<file path="config.mk">
export PLATFORM = sky130hd
export DESIGN_NAME = pmh_core
export DESIGN_NICKNAME = d
export VERILOG_FILES = /design/src/common/pmh_pkg.sv /design/src/design/pmh_core.sv /design/src/design/pmh_regs.sv
export SDC_FILE = /design/constraint.sdc
export NUM_CORES = 1
export LEC_CHECK = 0
export ABC_AREA = 1
export BUFFER_PORTS_ARGS = -buffer_cell sky130_fd_sc_hd__buf_2
export CAP_MARGIN = 20
export CORE_AREA = 2 2 88 90
export DETAILED_ROUTE_END_ITERATION = 8
export DIE_AREA = 0 0 90 92
export PLACE_DENSITY = 0.75
export SETUP_SLACK_MARGIN = 0.5
export SLEW_MARGIN = 20
export SYNTH_ARGS = -nofsm -noshare
export SYNTH_HDL_FRONTEND = slang
export SYNTH_HIERARCHICAL = 1
export SYNTH_SLANG_ARGS = --single-unit
</file>
<file path="constraint.sdc">
create_clock -name clk -period 1.2 [get_ports clk]
set_input_delay 0.12 -clock clk [delete_from_list [all_inputs] [get_ports clk]]
set_output_delay 0.12 -clock clk [all_outputs]
set_load 0.02 [all_outputs]
</file>
<file path="src/common/pmh_pkg.sv">
// Purpose: shared constants for the power management handshake block
// Assumes: 25 MHz user clock, two functions, AXI4-Lite register access
// Notes:   device power states use the standard two-bit encoding
package pmh_pkg;
  localparam int          CLK_PERIOD_NS   = 40;
  localparam int          NUM_FUNC        = 2;
  localparam logic [7:0]  FTS_COUNT       = 8'hFF;
  // idle time on the link before an autonomous L0s entry
  localparam int          L0S_IDLE_NS     = 7000;
  localparam int          L0S_IDLE_CYC    = L0S_IDLE_NS / CLK_PERIOD_NS;
  localparam logic [7:0]  L0S_IDLE_CNT    = 8'(L0S_IDLE_CYC);
  localparam logic        D1_SUPPORTED    = 1'b1;
  localparam logic        D2_SUPPORTED    = 1'b1;

  typedef enum logic [1:0] {
    DST_D0    = 2'b00,
    DST_D1    = 2'b01,
    DST_D2    = 2'b10,
    DST_D3HOT = 2'b11
  } pmh_dstate_t;

  typedef enum logic [2:0] {
    LNK_DOWN  = 3'b000,
    LNK_L0    = 3'b001,
    LNK_L0S   = 3'b010,
    LNK_L1ENT = 3'b011,
    LNK_L1    = 3'b100,
    LNK_L23   = 3'b101
  } pmh_link_t;

  typedef enum logic [1:0] {
    TO_IDLE   = 2'b00,
    TO_NOTIFY = 2'b01,
    TO_ACK    = 2'b10,
    TO_OFF    = 2'b11
  } pmh_turnoff_t;

  // register map, byte addresses
  localparam logic [3:0]  ADDR_CTRL       = 4'h0;
  localparam logic [3:0]  ADDR_STATUS     = 4'h4;
  localparam logic [3:0]  ADDR_FTS        = 4'h8;
  localparam logic [2:0]  CTRL_RESET      = 3'h1;
  localparam int          CTRL_ASPM_BIT   = 0;
  localparam int          CTRL_UCFG_BIT   = 1;
  localparam int          CTRL_ROOT_BIT   = 2;
  localparam logic [1:0]  RESP_OKAY       = 2'h0;
  localparam logic [1:0]  RESP_SLVERR     = 2'h2;
endpackage

</file>
<file path="src/design/pmh_core.sv">
// Purpose: link power state and turn-off handshake control
// Assumes: all inputs synchronous to clk; l1AckRx and turnoffMsgRx arrive as pulses, linkTrained, linkIdle and asyncClkMode as levels
// Notes:   function 0 is the requester function
//
// Our own choices: the AXI4-Lite register port and the address map.
`timescale 1ns/1ns
module pmh_core
  import pmh_pkg::*;
(
  // clock and reset
  input  wire logic                  clk,
  input  wire logic                  rst_n,
  // link events
  input  wire logic                  linkTrained,
  input  wire logic                  linkIdle,
  input  wire logic                  l1AckRx,
  input  wire logic                  turnoffMsgRx,
  input  wire logic                  asyncClkMode,
  // configuration writes of the power state
  input  wire logic                  dstateWrValid,
  input  wire logic                  dstateWrFunc,
  input  wire logic [1:0]            dstateWrValue,
  // link side outputs
  output logic [7:0]                 ftsAdvertised,
  output logic [2:0]                 linkState,
  output logic                       enterL1DllpTx,
  output logic                       pmeToAckTx,
  output logic                       layersDisabled,
  // user requester and completer streams
  input  wire logic                  requesterValid,
  input  wire logic                  requesterLast,
  output logic                       requester_accept_out,
  output logic                       completerAccept,
  // user power handshake
  output logic [2*NUM_FUNC-1:0]      functionPowerState,
  output logic                       turnoff_notice_out,
  input  wire logic                  powerChangeAck,
  // AXI4-Lite
  input  wire logic [3:0]            awaddr,
  input  wire logic                  awvalid,
  output logic                       awready,
  input  wire logic [31:0]           wdata,
  input  wire logic [3:0]            wstrb,
  input  wire logic                  wvalid,
  output logic                       wready,
  output logic [1:0]                 bresp,
  output logic                       bvalid,
  input  wire logic                  bready,
  input  wire logic [3:0]            araddr,
  input  wire logic                  arvalid,
  output logic                       arready,
  output logic [31:0]                rdata,
  output logic [1:0]                 rresp,
  output logic                       rvalid,
  input  wire logic                  rready
);
  pmh_link_t    link_ff;
  pmh_link_t    nxt_link;
  pmh_turnoff_t to_ff;
  pmh_turnoff_t nxt_to;
  pmh_dstate_t  dst_ff [NUM_FUNC];
  logic [7:0]   idleCnt_ff;
  logic         inPacket_ff;
  logic         notice_ff;
  logic         enterL1_ff;
  logic         pmeAck_ff;
  logic [2:0]   ctrlBits;
  logic         aspmOn;
  logic         allD0;
  logic         reqFire;
  logic         dstWrOk;
  logic         closed;

  // D1 and D2 writes only count when the state is supported
  function automatic logic dstate_ok(input logic [1:0] v);
    return (v == DST_D0) || (v == DST_D3HOT) || (v == DST_D1 && D1_SUPPORTED) || (v == DST_D2 && D2_SUPPORTED);
  endfunction

  assign dstWrOk = dstateWrValid && dstate_ok(dstateWrValue);
  assign closed  = (to_ff == TO_OFF);
  assign allD0   = (dst_ff[0] == DST_D0) && (dst_ff[1] == DST_D0);
  // async clocking breaks the fast training realignment
  assign aspmOn  = ctrlBits[CTRL_ASPM_BIT] && !asyncClkMode;
  assign ftsAdvertised = FTS_COUNT;

  always_ff @(posedge clk)
  begin
    if (!rst_n)
    begin
      dst_ff[0] <= DST_D0;
      dst_ff[1] <= DST_D0;
    end
    else if (dstWrOk && !closed)
      dst_ff[dstateWrFunc] <= pmh_dstate_t'(dstateWrValue);
  end

  generate
    for (genvar f = 0; f < NUM_FUNC; f++)
    begin : g_fps
      assign functionPowerState[2*f+1:2*f] = dst_ff[f];
    end
  endgenerate

  // link state
  always_comb
  begin
    nxt_link = link_ff;
    unique case (link_ff)
      LNK_DOWN:
        if (linkTrained)
          nxt_link = LNK_L0;
      LNK_L0:
        if (turnoffMsgRx)
          nxt_link = LNK_L23;
        else if (!allD0)
          nxt_link = LNK_L1ENT;
        else if (aspmOn && linkIdle && idleCnt_ff == L0S_IDLE_CNT)
          nxt_link = LNK_L0S;
      LNK_L0S:
        if (turnoffMsgRx)
          nxt_link = LNK_L23;
        else if (!linkIdle || !aspmOn || !allD0)
          nxt_link = LNK_L0;
      LNK_L1ENT:
        if (allD0)
          nxt_link = LNK_L0;
        else if (l1AckRx)
          nxt_link = LNK_L1;
      LNK_L1:
        if (turnoffMsgRx)
          nxt_link = LNK_L23;
        else if (allD0)
          nxt_link = LNK_L0;
      LNK_L23:
        nxt_link = LNK_L23;
      default:
        nxt_link = LNK_DOWN;
    endcase
    if (!linkTrained && link_ff != LNK_L23)
      nxt_link = LNK_DOWN;
  end

  always_ff @(posedge clk)
  begin
    if (!rst_n)
      link_ff <= LNK_DOWN;
    else
      link_ff <= nxt_link;
  end

  // idle timer for autonomous standby
  always_ff @(posedge clk)
  begin
    if (!rst_n)
      idleCnt_ff <= 8'h0;
    else if (link_ff != LNK_L0 || !linkIdle)
      idleCnt_ff <= 8'h0;
    else if (idleCnt_ff != L0S_IDLE_CNT)
      idleCnt_ff <= idleCnt_ff + 8'h1;
  end

  // one entry request packet per entry attempt
  always_ff @(posedge clk)
  begin
    if (!rst_n)
      enterL1_ff <= 1'b0;
    else
      enterL1_ff <= (nxt_link == LNK_L1ENT) && (link_ff != LNK_L1ENT);
  end

  // turn-off handshake
  always_comb
  begin
    nxt_to = to_ff;
    unique case (to_ff)
      TO_IDLE:
        if (turnoffMsgRx && link_ff != LNK_DOWN)
          nxt_to = TO_NOTIFY;
      TO_NOTIFY:
        if (powerChangeAck)
          nxt_to = TO_ACK;
      TO_ACK:
        nxt_to = TO_OFF;
      TO_OFF:
        nxt_to = TO_OFF;
    endcase
  end

  always_ff @(posedge clk)
  begin
    if (!rst_n)
      to_ff <= TO_IDLE;
    else
      to_ff <= nxt_to;
  end

  // registered so the notice falls one edge after the acknowledge
  always_ff @(posedge clk)
  begin
    if (!rst_n)
      notice_ff <= 1'b0;
    else
      notice_ff <= (nxt_to == TO_NOTIFY);
  end

  always_ff @(posedge clk)
  begin
    if (!rst_n)
      pmeAck_ff <= 1'b0;
    else
      pmeAck_ff <= (to_ff == TO_NOTIFY) && powerChangeAck;
  end

  // packet tracking so a started request finishes
  assign reqFire = requesterValid && requester_accept_out;
  always_ff @(posedge clk)
  begin
    if (!rst_n)
      inPacket_ff <= 1'b0;
    else if (reqFire)
      inPacket_ff <= !requesterLast;
  end

  // root port and user config space completions keep flowing outside D0
  assign requester_accept_out = !closed && (inPacket_ff || dst_ff[0] == DST_D0);
  assign completerAccept      = !closed &&
                                (allD0 || ctrlBits[CTRL_UCFG_BIT] || ctrlBits[CTRL_ROOT_BIT]);

  assign linkState          = link_ff;
  assign enterL1DllpTx      = enterL1_ff;
  assign pmeToAckTx         = pmeAck_ff;
  assign layersDisabled     = closed;
  assign turnoff_notice_out = notice_ff;

  pmh_regs u_regs (
    .clk        (clk),
    .rst_n      (rst_n),
    .awaddr     (awaddr),
    .awvalid    (awvalid),
    .awready    (awready),
    .wdata      (wdata),
    .wstrb      (wstrb),
    .wvalid     (wvalid),
    .wready     (wready),
    .bresp      (bresp),
    .bvalid     (bvalid),
    .bready     (bready),
    .araddr     (araddr),
    .arvalid    (arvalid),
    .arready    (arready),
    .rdata      (rdata),
    .rresp      (rresp),
    .rvalid     (rvalid),
    .rready     (rready),
    .statusWord ({20'h0, functionPowerState, 2'h0, aspmOn, closed, notice_ff, link_ff}),
    .ctrlBits   (ctrlBits)
  );

  a_fts_const: assert property (@(posedge clk) disable iff (!rst_n) ftsAdvertised == 8'hFF)
    else $error("fts count not 255");
  a_no_async_l0s: assert property (@(posedge clk) disable iff (!rst_n)
    asyncClkMode |=> link_ff != LNK_L0S)
    else $error("standby entered in async clocking");
  a_l0_after_train: assert property (@(posedge clk) disable iff (!rst_n)
    $past(link_ff) == LNK_DOWN && link_ff == LNK_L0 |-> $past(linkTrained))
    else $error("L0 without training");
  a_l1_cause: assert property (@(posedge clk) disable iff (!rst_n)
    $rose(link_ff == LNK_L1ENT) |-> $past(!allD0))
    else $error("L1 entry without low power state");
  a_l1_dllp: assert property (@(posedge clk) disable iff (!rst_n)
    $rose(link_ff == LNK_L1ENT) |-> enterL1DllpTx)
    else $error("no entry packet on L1 entry");
  a_req_stall: assert property (@(posedge clk) disable iff (!rst_n)
    dst_ff[0] != DST_D0 && !inPacket_ff |-> !requester_accept_out)
    else $error("requester accepted outside D0");
  a_l23_entry: assert property (@(posedge clk) disable iff (!rst_n)
    turnoffMsgRx && linkTrained && link_ff inside {LNK_L0, LNK_L0S, LNK_L1} |=> link_ff == LNK_L23)
    else $error("turn-off did not reach L23");
  a_notice_rise: assert property (@(posedge clk) disable iff (!rst_n)
    to_ff == TO_IDLE && turnoffMsgRx && link_ff != LNK_DOWN |=> turnoff_notice_out)
    else $error("notice not raised");
  a_notice_hold: assert property (@(posedge clk) disable iff (!rst_n)
    turnoff_notice_out && !powerChangeAck |=> turnoff_notice_out)
    else $error("notice dropped before acknowledge");
  a_notice_fall: assert property (@(posedge clk) disable iff (!rst_n)
    turnoff_notice_out && powerChangeAck |=> !turnoff_notice_out ##1 !turnoff_notice_out)
    else $error("notice did not fall after acknowledge");
  a_pme_ack: assert property (@(posedge clk) disable iff (!rst_n)
    turnoff_notice_out && powerChangeAck |=> pmeToAckTx ##1 (!pmeToAckTx && layersDisabled))
    else $error("turn-off acknowledge missing");
  a_closed_off: assert property (@(posedge clk) disable iff (!rst_n)
    layersDisabled |-> !requester_accept_out && !completerAccept)
    else $error("interfaces open after turn-off");
  a_l0s_exit: assert property (@(posedge clk) disable iff (!rst_n)
    link_ff == LNK_L0S && !linkIdle && linkTrained && !turnoffMsgRx |=> link_ff == LNK_L0)
    else $error("standby not left on traffic");
  a_fps_out: assert property (@(posedge clk) disable iff (!rst_n)
    dstWrOk && !closed |=> ($past(dstateWrFunc) ? functionPowerState[3:2] : functionPowerState[1:0]) == $past(dstateWrValue))
    else $error("power state not reported");
endmodule

</file>
<file path="src/design/pmh_regs.sv">
// Purpose: AXI4-Lite register slave for the power management block
// Assumes: one write and one read outstanding at most
// Notes:   write address and data may arrive in either order
`timescale 1ns/1ns
module pmh_regs
  import pmh_pkg::*;
(
  // clock and reset
  input  wire logic        clk,
  input  wire logic        rst_n,
  // write channels
  input  wire logic [3:0]  awaddr,
  input  wire logic        awvalid,
  output logic             awready,
  input  wire logic [31:0] wdata,
  input  wire logic [3:0]  wstrb,
  input  wire logic        wvalid,
  output logic             wready,
  output logic [1:0]       bresp,
  output logic             bvalid,
  input  wire logic        bready,
  // read channels
  input  wire logic [3:0]  araddr,
  input  wire logic        arvalid,
  output logic             arready,
  output logic [31:0]      rdata,
  output logic [1:0]       rresp,
  output logic             rvalid,
  input  wire logic        rready,
  // block side
  input  wire logic [31:0] statusWord,
  output logic [2:0]       ctrlBits
);
  logic        awHeld_ff;
  logic        wHeld_ff;
  logic [3:0]  awAddr_ff;
  logic [31:0] wData_ff;
  logic        wLane_ff;
  logic [2:0]  ctrl_ff;
  logic [1:0]  bresp_ff;
  logic        bvalid_ff;
  logic [31:0] rdata_ff;
  logic [1:0]  rresp_ff;
  logic        rvalid_ff;
  logic        doWrite;

  assign awready  = !awHeld_ff && !bvalid_ff;
  assign wready   = !wHeld_ff && !bvalid_ff;
  assign arready  = !rvalid_ff;
  assign doWrite  = awHeld_ff && wHeld_ff && !bvalid_ff;
  assign bresp    = bresp_ff;
  assign bvalid   = bvalid_ff;
  assign rdata    = rdata_ff;
  assign rresp    = rresp_ff;
  assign rvalid   = rvalid_ff;
  assign ctrlBits = ctrl_ff;

  always_ff @(posedge clk)
  begin
    if (!rst_n)
    begin
      awHeld_ff <= 1'b0;
      wHeld_ff  <= 1'b0;
      awAddr_ff <= 4'h0;
      wData_ff  <= 32'h0;
      wLane_ff  <= 1'b0;
    end
    else
    begin
      if (awvalid && awready)
      begin
        awHeld_ff <= 1'b1;
        awAddr_ff <= awaddr;
      end
      else if (doWrite)
        awHeld_ff <= 1'b0;
      if (wvalid && wready)
      begin
        wHeld_ff <= 1'b1;
        wData_ff <= wdata;
        wLane_ff <= wstrb[0];
      end
      else if (doWrite)
        wHeld_ff <= 1'b0;
    end
  end

  // control bits live in byte lane 0 only
  always_ff @(posedge clk)
  begin
    if (!rst_n)
    begin
      ctrl_ff   <= CTRL_RESET;
      bvalid_ff <= 1'b0;
      bresp_ff  <= RESP_OKAY;
    end
    else if (doWrite)
    begin
      bvalid_ff <= 1'b1;
      bresp_ff  <= (awAddr_ff == ADDR_CTRL || awAddr_ff == ADDR_STATUS || awAddr_ff == ADDR_FTS) ?
                   RESP_OKAY : RESP_SLVERR;
      if (awAddr_ff == ADDR_CTRL && wLane_ff)
        ctrl_ff <= wData_ff[2:0];
    end
    else if (bvalid_ff && bready)
      bvalid_ff <= 1'b0;
  end

  always_ff @(posedge clk)
  begin
    if (!rst_n)
    begin
      rvalid_ff <= 1'b0;
      rdata_ff  <= 32'h0;
      rresp_ff  <= RESP_OKAY;
    end
    else if (arvalid && arready)
    begin
      rvalid_ff <= 1'b1;
      rresp_ff  <= RESP_OKAY;
      unique case (araddr)
        ADDR_CTRL:   rdata_ff <= {29'h0, ctrl_ff};
        ADDR_STATUS: rdata_ff <= statusWord;
        ADDR_FTS:    rdata_ff <= {24'h0, FTS_COUNT};
        default:
        begin
          rdata_ff <= 32'h0;
          rresp_ff <= RESP_SLVERR;
        end
      endcase
    end
    else if (rvalid_ff && rready)
      rvalid_ff <= 1'b0;
  end
endmodule

</file>
-- Word level (Yosys, flattened, before mapping)
Memories as Yosys holds them, arrays and structs flattened.
Cells that the tools add are included.
- register bits: 68
- bits in latches: 0
- memory bits (writable): 4
- ROM bits: 0
- input port bits: 63
- output and inout bits: 62
- memories kept: 1
- memories (name ; depth ; bits a word ; rd ports ; clocked after memory_dff ; wr ports ; line ; text):
    dst_ff ; 2 ; 2 ; 2 ; 0 ; 2 ; pmh_core.sv:61 ; pmh_dstate_t dst_ff [NUM_FUNC];
- add/subtract/negate cells: 1
- multiply operators: 0
- div/mod/pow operators: 0
- $lt $le $gt $ge: 0
- equality and inequality tests: 22
- shift operators: 0
- multiplexer cells: 32
- bitwise operators: 1
- reductions and logical operators: 62
- operators by type and width (kind ; count):
    case mux 12 bit (3 select lines) ; 1
    2-to-1 mux 3 bit ; 11
    logical AND 1 bit ; 23
    case mux 3 bit (6 select lines) ; 1
    2-to-1 mux 1 bit ; 13
    zero test 1 bit ; 11
    logical OR 1 bit ; 11
    2-to-1 mux 2 bit ; 5
    == test 3 x 2 -> 1 bit (second input constant) ; 3
    adder 8 x 1 -> 8 bit (second input constant) ; 1
    == test 2 bit (second input constant) ; 4
    == test 4 x 3 -> 1 bit (second input constant) ; 2
    == test 4 bit (second input constant) ; 2
    == test 8 bit (second input constant) ; 1
    zero test 2 bit ; 4
    zero test 4 bit ; 2
    inequality test 8 bit (second input constant) ; 1
    nonzero test 2 bit ; 4
    == test 2 x 1 -> 1 bit (second input constant) ; 3
    == test 3 bit (second input constant) ; 2
    case mux 2 bit (3 select lines) ; 1
    OR reduction 2 bit ; 3
    == test 3 x 1 -> 1 bit (second input constant) ; 1
    zero test 3 bit ; 1
    other kinds (7) ; 7

-- Depth between registers and ports, before layout
Gate-level depths: netlist of the first run.
- depth after elaboration: 11
- depth in mapped cells: 11
- gate-level depth less buffers: 11

-- Cells and area by module
Netlist of the first run, hierarchy kept.
- by module, submodules not included (module ; times used ; cells each ; area an instance (µm²) ; sequential area each (µm²)):
    pmh_regs ; 1 ; 253 ; 2010.7 ; 980.9
    pmh_core ; 1 ; 164 ; 1169.9 ; 460.4

-- Worst setup path before layout of the first run
OpenSTA, ideal clock, no wires.
- kind: reg-to-reg
- from: mem dst_ff[0][1] (netlist name)
- to: reg inPacket_ff
- library setup time: 0.120 ns
- arrival: 1.323 ns
- slack: -0.242 ns
- stages on the path, launching flop included: 6
- cells stage by stage: edfxtp_1 -> nor2_2 -> nor2_1 -> nor2_1 -> and3_1 -> nor3_1
- RTL lines (item ; line ; text):
    start, declared ; pmh_core.sv:61 ;
    end signal, assigned ; pmh_core.sv:221 ; inPacket_ff <= !requesterLast;
    end, declared ; pmh_core.sv:63 ; logic inPacket_ff;

==> results of run 1 <==
-- repair_timing --
| action | in CTS | in global routing |
|---|---|---|
| endpoints found under the hold margin | 0 | 0 |
| buffers inserted | 57 | 23 |
| cloned | 5 | 1 |
| endpoints found under the setup margin | 126 | 126 |
| pin swaps | 45 | 38 |
| resized for setup | 247 | 75 |
-- cell usage in the layout, fill, tap and decap left out, types with 2 or more instances in the layout --
cell type	instances
nand3_2	6
xor2_1	3
nor3_4	2
buf_8	5
nand3_4	3
nand2_2	10
dfxtp_4	9
inv_6	3
inv_4	7
nor3_2	3
o21ai_4	11
edfxtp_1	4
conb_1	32
a21oi_2	41
a21oi_4	4
inv_1	25
nor2_4	14
nand2_4	14
buf_2	31
buf_16	4
nor2_2	4
nand2_1	65
a21oi_1	6
buf_6	80
buf_4	61
nand3_1	15
inv_2	5
o21ai_2	23
clkbuf_8	10
dfxtp_2	42
nand4_1	4
o21ai_1	6
nand2_8	3
clkinvlp_4	3
dfxtp_1	15
buf_12	9
o21ai_0	3
nor2_1	31
-- path summary, 6_finish.rpt --
kind                                                        from                         endpoint  slack (ns)  depth (start not counted)
worst max register to register        dst_ff[0][0]$_SDFFCE_PN0P_          linkState[0]$_SDFF_PN0_       -0.32                          9
worst min-delay path                                    wdata[2]  u_regs/wData_ff[2]$_SDFFE_PN0P_       0.007                          3
worst min register to register  u_regs/awAddr_ff[3]$_SDFFE_PN0P_     u_regs/bresp[1]$_SDFFE_PN0P_        0.47                          2
worst max-delay path                  dst_ff[0][0]$_SDFFCE_PN0P_          linkState[0]$_SDFF_PN0_       -0.32                          9
-- power by group through the flow --
| stage | registers (mW) | logic [mW] | clock network [mW] |
|---|---|---|---|
| 6_report | 2.60 | 1.79 | 1.85 |
| 5_1_grt | 2.62 | 1.88 | 1.97 |
| 4_1_cts | 2.59 | 1.47 | 1.80 |
| 3_5_place_dp | 2.62 | 0.900 | 0 |
| 3_3_place_gp | 2.61 | 0.880 | 0 |
| 2_1_floorplan | 2.72 | 0.552 | 0 |
-- stage by stage --
step                      setup TNS [ns]  area, um^2  hold slack, ns  setup WS [ns]  total power [mW]
final                             -2.416        6192        0.007144        -0.3228             6.247
after CTS                         -1.174        5630        0.006608        -0.2745             5.858
after detailed placement         -0.2308        4113          0.3655       -0.09177             3.520
after global placement           -0.1219        4113          0.3556       -0.06661             3.494
after floorplan                  -0.4496        3552          0.2674        -0.1207             3.272
after global routing              -3.072        6192         0.01581        -0.3531             6.462
-- synth_stat cells --
| cell type | count |
|---|---|
| buf_4 | 12 |
| or2_2 | 1 |
| a31oi_1 | 1 |
| inv_1 | 34 |
| ha_1 | 1 |
| nand2_1 | 85 |
| nand2_2 | 5 |
| nor3_1 | 2 |
| o21ai_0 | 41 |
| edfxtp_1 | 4 |
| o21a_1 | 1 |
| nand2_4 | 2 |
| inv_4 | 1 |
| buf_6 | 2 |
| xor2_1 | 3 |
| conb_1 | 3 |
| xnor2_1 | 2 |
| o31ai_1 | 1 |
| and3_1 | 1 |
| nand3_2 | 4 |
| buf_2 | 4 |
| a21oi_2 | 14 |
| nor3_2 | 4 |
| nor2_1 | 42 |
| nand4_1 | 4 |
| clkbuf_1 | 5 |
| o21ai_1 | 2 |
| nand3_1 | 20 |
| nor2_2 | 4 |
| or2_0 | 1 |
| inv_2 | 5 |
| nor2_4 | 3 |
| dfxtp_1 | 66 |
| a21oi_1 | 37 |
-- area by class of cell --
cell class	count	area share
Inverter	40	0.03132
Clock buffer	10	0.02223
Timing Repair inverter	1	0.002627
Clock inverter	6	0.007072
Sequential cell	70	0.2467
Timing Repair Buffer	191	0.3075
Multi-Input combinational cell	313	0.3619
Tap cell	102	0.02061
-- flip-flops by register name, summed over array words and instances (netlist names) --
signal              cells
u_regs/rdata           32
u_regs/wData_ff         3
u_regs/awAddr_ff        4
inPacket_ff             1
u_regs/rvalid           1
pmeToAckTx              1
to_ff                   2
turnoff_notice_out      1
linkState               3
u_regs/ctrlBits         3
u_regs/rresp            1
u_regs/bvalid           1
dst_ff                  4
idleCnt_ff              8
u_regs/wHeld_ff         1
enterL1DllpTx           1
u_regs/awHeld_ff        1
u_regs/wLane_ff         1
u_regs/bresp            1
-- kinds of logic (layout without fill, tap and decap cells) --
logic type / count (synthesis) / count (layout) / synth area share
buf+inv: 63 / 248 / 0.09560
other cells: 3 / 32 / 0.003540
compound gates: 97 / 97 / 0.1711
flops: 70 / 70 / 0.4532
fa+ha+maj: 1 / 1 / 0.003933
simple gates: 178 / 178 / 0.2589
xor+xnor: 5 / 5 / 0.01377
-- layer usage --
metal,global-route usage,up-vias,share of wire
met3,0.04766,55,0.048
met2,0.4931,172,0.54
met4,0.1154,0,0.054
met5,0,-,0
li1,-,1739,-
met1,0.2728,1794,0.36
-- worst max-delay path, cell delays in order, from the launching register on --
cell and delay, ns:
edfxtp_1 0.45, nor2_4 0.18, nand2_2 0.10, buf_6 0.14
nor2_4 0.09, a21oi_1 0.09, nor2_1 0.13, nand2_1 0.11
nand2_1 0.09, nor2_1 0.04
==> qor.csv, run 1 <==
stage,metric,value,unit
die,Die Area,8280,um^2
clock_network,cts hold-fix bufs,0,
job,Max Cap Viol,0,
clock_network,Clock Sinks,70,
drt,WL final,13.15,mm
run_status,status,finished with violations,
clock_network,H-tree Lvls,3,
final_layout,share of cells above drive strength 1,0.6609,
pwr,Switching Power,2.072,mW
sta,final worst slack,-0.3228,ns
drt,via/cell ratio,5.130,
die,Die H,92,um
sta,fmax,656.7,MHz
final_layout,fin nets,690,
placed_design,port buffer count,82,
die,Top Ports,125,
clock_network,Worst-path clk slew,0.08,ns
drt,Post-route DRC,0,
final_layout,final std cells w/o fill,733,
clock_network,worst-case clock buffer depth,2,
clock_network,CTS buffer count,9,
run_status,failing checks,setup timing,
critical_path,CP Max Fanout,5,
drt,First DRT Iteration DRCs,167,
clock_network,CTS root buf,clkbuf_8,
synthesis,average size of a mapped cell,7.627,um^2
pwr,Cell Int Power,4.175,mW
drt,"antenna viol nets, final",0,
final_layout,area of the multi-input gates,2241,um^2
pwr,Switching Share,0.3317,
synthesis,Yosys top cell area share,0.4154,
drt,First-pass DRT Iterations,5,
placed_design,placed cell count,631,
drt,WL per Instance,17.94,um
final_layout,Synth-to-Final Area Change,94.69,%
pwr,P per Cell Area,1009,nW/um^2
synthesis,"top cells by area, synth","dfxtp_1, nand2_1, o21ai_0, a21oi_1, nor2_1",
global_route,GRT Overall Usage,0.2574,
die,# rows,32,
global_route,first-pass GRT wire length,16.92,mm
global_route,Congestion Overflow GR,0,
worst_hold_path,Worst Hold Class,primary input to register,
synthesis,Mapped Area,3181,um^2
final_layout,antenna cell count,0,
global_route,largest net degree at the start of global routing,41,
sta,post-route clock period utilization,1.269,
final_layout,Storage cell area,1528,um^2
critical_path,Setup crit end kind,register,
die,Die Wd,90,um
drt,Vias,3760,
sta,final-report setup violation count,16,
sta,Final Hold Fails,0,
synthesis,Yosys cell types,34,
placed_design,Final HPWL DP,5.431,mm
global_route,antenna violations before repair,0,
critical_path,crit path DAT,1.76,ns
critical_path,Crit path required time,1.44,ns
synthesis,synth warn,6,
pwr,Max VDD drop,0.0007546,V
placed_design,Placer Congestion,0.8616,
critical_path,Startpoint Class,register,
pwr,combinational share of power,0.286,
pwr,Leakage,2.753,nW
synthesis,top cell type by total area after synthesis,dfxtp_1,
die,Initial Util,0.4271,
sta,unrepaired setup endpoints after global routing,true,
final_layout,Filler cells,367,
clock_network,CTS tree,built,
synthesis,Synth Instances,417,
synthesis,"Seq/Total Area, Yosys",0.4532,
die,Core Area,7447,um^2
pwr,Reg power frac,0.417,
final_layout,Final Core Density,0.8315,
clock_network,clock network latency to the later pin of the worst-skew pair,0.36,ns
synthesis,#FFs+latches synth,70,
pwr,Clk pwr share,0.297,
global_route,vias in the first global route,3571,
sta,fin crit period,1.523,ns
sta,Final Max Tran Viols,0,
critical_path,critical path class,register to register,
sta,Fin Clk Skew,0.01722,ns
No activity file was read; power rests on OpenSTA's default activity.
==> inputs of run 2 (changes only) <==
--- a/config.mk
+++ b/config.mk
@@ -8,10 +8,12 @@
 export ABC_AREA = 1
 export BUFFER_PORTS_ARGS = -buffer_cell sky130_fd_sc_hd__buf_2
 export CAP_MARGIN = 20
-export CORE_AREA = 2 2 88 90
+export CELL_PAD_IN_SITES_DETAIL_PLACEMENT = 2
+export CELL_PAD_IN_SITES_GLOBAL_PLACEMENT = 2
+export CORE_AREA = 2 2 119 121
 export DETAILED_ROUTE_END_ITERATION = 8
-export DIE_AREA = 0 0 90 92
-export PLACE_DENSITY = 0.75
+export DIE_AREA = 0 0 121 123
+export PLACE_DENSITY = 0.74
 export SETUP_SLACK_MARGIN = 0.5
 export SLEW_MARGIN = 20
 export SYNTH_ARGS = -nofsm -noshare
==> run 2 against run 1 <==
The run still ends with setup timing left. Clock power increased by 54%. Cell count rose by 13%. Die area increased by 80%. Global-route usage down 4.4 points. Worst hold slack improved by 0.017 ns. Worst setup slack got worse by 0.025 ns. First-iteration DRC count is 6.0% lower. Cell area grew 8.0%. Via count up 0.77%. Critical path type is now register to primary output. Largest cell class unchanged. Highest routed layer unchanged.
==> qor.csv, run 2 (synthesized netlist as in run 1, its figures left out) <==
stage,metric,value,unit
run_status,status,finished with violations,
run_status,failing checks,setup timing,
worst_hold_path,hold endpoint,u_regs/awAddr_ff[0]$_SDFFE_PN0P_,
global_route,GRT Overall Usage,0.2137,
die,Die H,123,um
critical_path,crit path DAT,1.43,ns
drt,First DRT Iteration DRCs,157,
sta,Final Hold Fails,0,
final_layout,"commonest cells after routing, fill and taps aside","buf_6, buf_4, nand2_1, a21oi_2, dfxtp_2",
job,Max Cap Viol,0,
sta,final-report setup violation count,27,
pwr,Switching Share,0.3160,
final_layout,max reg flops,32,
drt,WL per Instance,23.07,um
clock_network,CTS tree,built,
placed_design,Placer Congestion,0.7833,
clock_network,H-tree Lvls,3,
critical_path,FF-to-FF setup slack,-0.33,ns
pwr,Reg power frac,0.355,
final_layout,fin nets,707,
pwr,Switching Power,2.337,mW
final_layout,antenna cell count,0,
critical_path,crit-path max cell delay,0.50,ns
critical_path,critical path class,register to primary output,
clock_network,Worst-path clk slew,0.07,ns
clock_network,CTS root buf,clkbuf_16,
final_layout,final instance area,6690,um^2
sta,relative slew slack,0.4700,
final_layout,Final Core Density,0.4915,
global_route,Congestion Overflow GR,0,
sta,Final Max Tran Viols,0,
worst_hold_path,hold_sp,awaddr[0],
sta,post-route clock period utilization,1.290,
critical_path,Setup crit end kind,primary output,
pwr,combinational share of power,0.261,
die,# rows,43,
global_route,first-pass GRT wire length,23.50,mm
sta,unrepaired setup endpoints after global routing,true,
sta,Worst-Margin Slew,0.7941,ns
clock_network,cts hold-fix bufs,0,
drt,"antenna viol nets, final",0,
placed_design,placed cell count,715,
drt,WL final,19.08,mm
critical_path,Crit path required time,1.08,ns
die,Die Area,14880,um^2
placed_design,port buffer count,82,
pwr,Leakage,2.927,nW
critical_path,crit-path cells,nor2_4 -> nand2_4 -> a21oi_2 -> buf_6,
final_layout,"commonest non-fill, non-tap cell in the layout",buf_6,
critical_path,r2r worst-path depth,9,
global_route,met3 Track Usage GR,0.03875,
pwr,Clk pwr share,0.384,
sta,fin crit period,1.548,ns
pwr,Cell Int Power,5.058,mW
clock_network,CTS buffer count,9,
die,Initial Util,0.2337,
drt,Post-route DRC,0,
critical_path,Worst R2R Start,dst_ff[0][0]$_SDFFCE_PN0P_,
global_route,gr busiest metal,met2,
critical_path,slowest CP cell,edfxtp_1,
placed_design,Post-Place Cell Area,4255,um^2
placed_design,dpl ws,-0.1672,ns
clock_network,worst-case clock buffer depth,2,
final_layout,Synth-to-Final Area Change,110.3,%
critical_path,Worst setup startpoint,dst_ff[1][0]$_SDFFCE_PN0P_,
global_route,largest net degree at the start of global routing,26,
die,Top Ports,125,
drt,Vias,3789,
sta,Fin Clk Skew,0.01399,ns
worst_hold_path,WHS Path Cells,3,
sta,final worst slack,-0.3477,ns
critical_path,Startpoint Class,register,
pwr,P per Cell Area,1105,nW/um^2
pwr,Max VDD drop,0.0007561,V
clock_network,clock network latency to the later pin of the worst-skew pair,0.36,ns
placed_design,Final HPWL DP,7.839,mm
global_route,met1 Use GR,0.2264,
critical_path,reg2reg end,enterL1DllpTx$_SDFF_PN0_,
worst_hold_path,Worst Hold Class,primary input to register,
global_route,met2 Resource Use GR,0.4171,
final_layout,final std cells w/o fill,827,
global_route,antenna violations before repair,0,
sta,fmax,646.1,MHz
critical_path,CP Max Fanout,5,
die,Die Wd,121,um
final_layout,share of cells above drive strength 1,0.7063,
global_route,vias in the first global route,4206,
clock_network,Clock Sinks,70,
drt,via/cell ratio,4.582,
die,Core Area,13610,um^2
drt,First-pass DRT Iterations,4,
run 2: cell count changes in the layout (fill, tap and decap cells not counted), moves of 7 or more:
cell / previous run / this run
buf_6: 80 / 88
nand2_2: 10 / 17
buf_4: 61 / 77
nand2_1: 65 / 53
clkbuf_8: 10 / 3
clkbuf_16: 1 / 10
run 2: area by class of cell:
class                      instances  area (um^2)
clock buffer                      13        291.5
clock inverter                     2        12.51
fill                            1394         6922
inverter                          40        203.9
multi-input combinational        313         2395
sequential                        70         1541
tap                              180        225.2
timing repair buffer             208         2004
timing repair inverter             1        16.27
run 2: metal layers:
| metal | wire [um] | part of all wire |
|---|---|---|
| met1 | 7392 | 0.39 |
| met2 | 10380 | 0.54 |
| met3 | 634 | 0.033 |
| met4 | 670 | 0.035 |
| met5 | 0 | 0 |
run 2: worst max-delay path by stage:
| stage | depth (start not counted) | to | slack, ns |
|---|---|---|---|
| floorplan | 5 | inPacket_ff$_SDFFE_PN0P_ | -0.12 |
| global placement | 8 | linkState[0]$_SDFF_PN0_ | -0.06 |
| detailed placement | 8 | enterL1DllpTx$_SDFF_PN0_ | -0.17 |
| CTS | 4 | completerAccept | -0.30 |
| global route | 4 | completerAccept | -0.38 |
| finish | 4 | completerAccept | -0.35 |
run 2: critical path, delay by kind of cell (launching register included):
kind / cells / cell delay (ns)
and+or+nand+nor: 2 / 0.28
AOI/OAI and AO/OA: 1 / 0.15
buffers and inverters: 1 / 0.13
DFF: 1 / 0.50
run 2: repair_timing:
item,in CTS,in global routing
setup endpoints to repair,126,126
setup buffers,56,36
gates resized for setup,292,82
pin swaps,51,43
cloned,5,0
run 2: metrics by stage:
step | hold slack (ns) | TNS [ns] | total power [mW]
final | 0.02433 | -4.471 | 7.396
after global routing | 0.02773 | -5.527 | 7.672
after CTS | 0.01839 | -1.690 | 6.972
after detailed placement | 0.3824 | -0.4510 | 3.596
after global placement | 0.3737 | -0.1339 | 3.551
after floorplan | 0.2674 | -0.4496 | 3.272
run 2: power groups by stage:
stage	combinational, mW	sequential [mW]	clock (mW)
floorplan	0.552	2.72	0
finish	1.93	2.62	2.84
CTS	1.57	2.61	2.79
global route	2.03	2.63	3.01
global placement	0.929	2.62	0
detailed placement	0.964	2.63	0
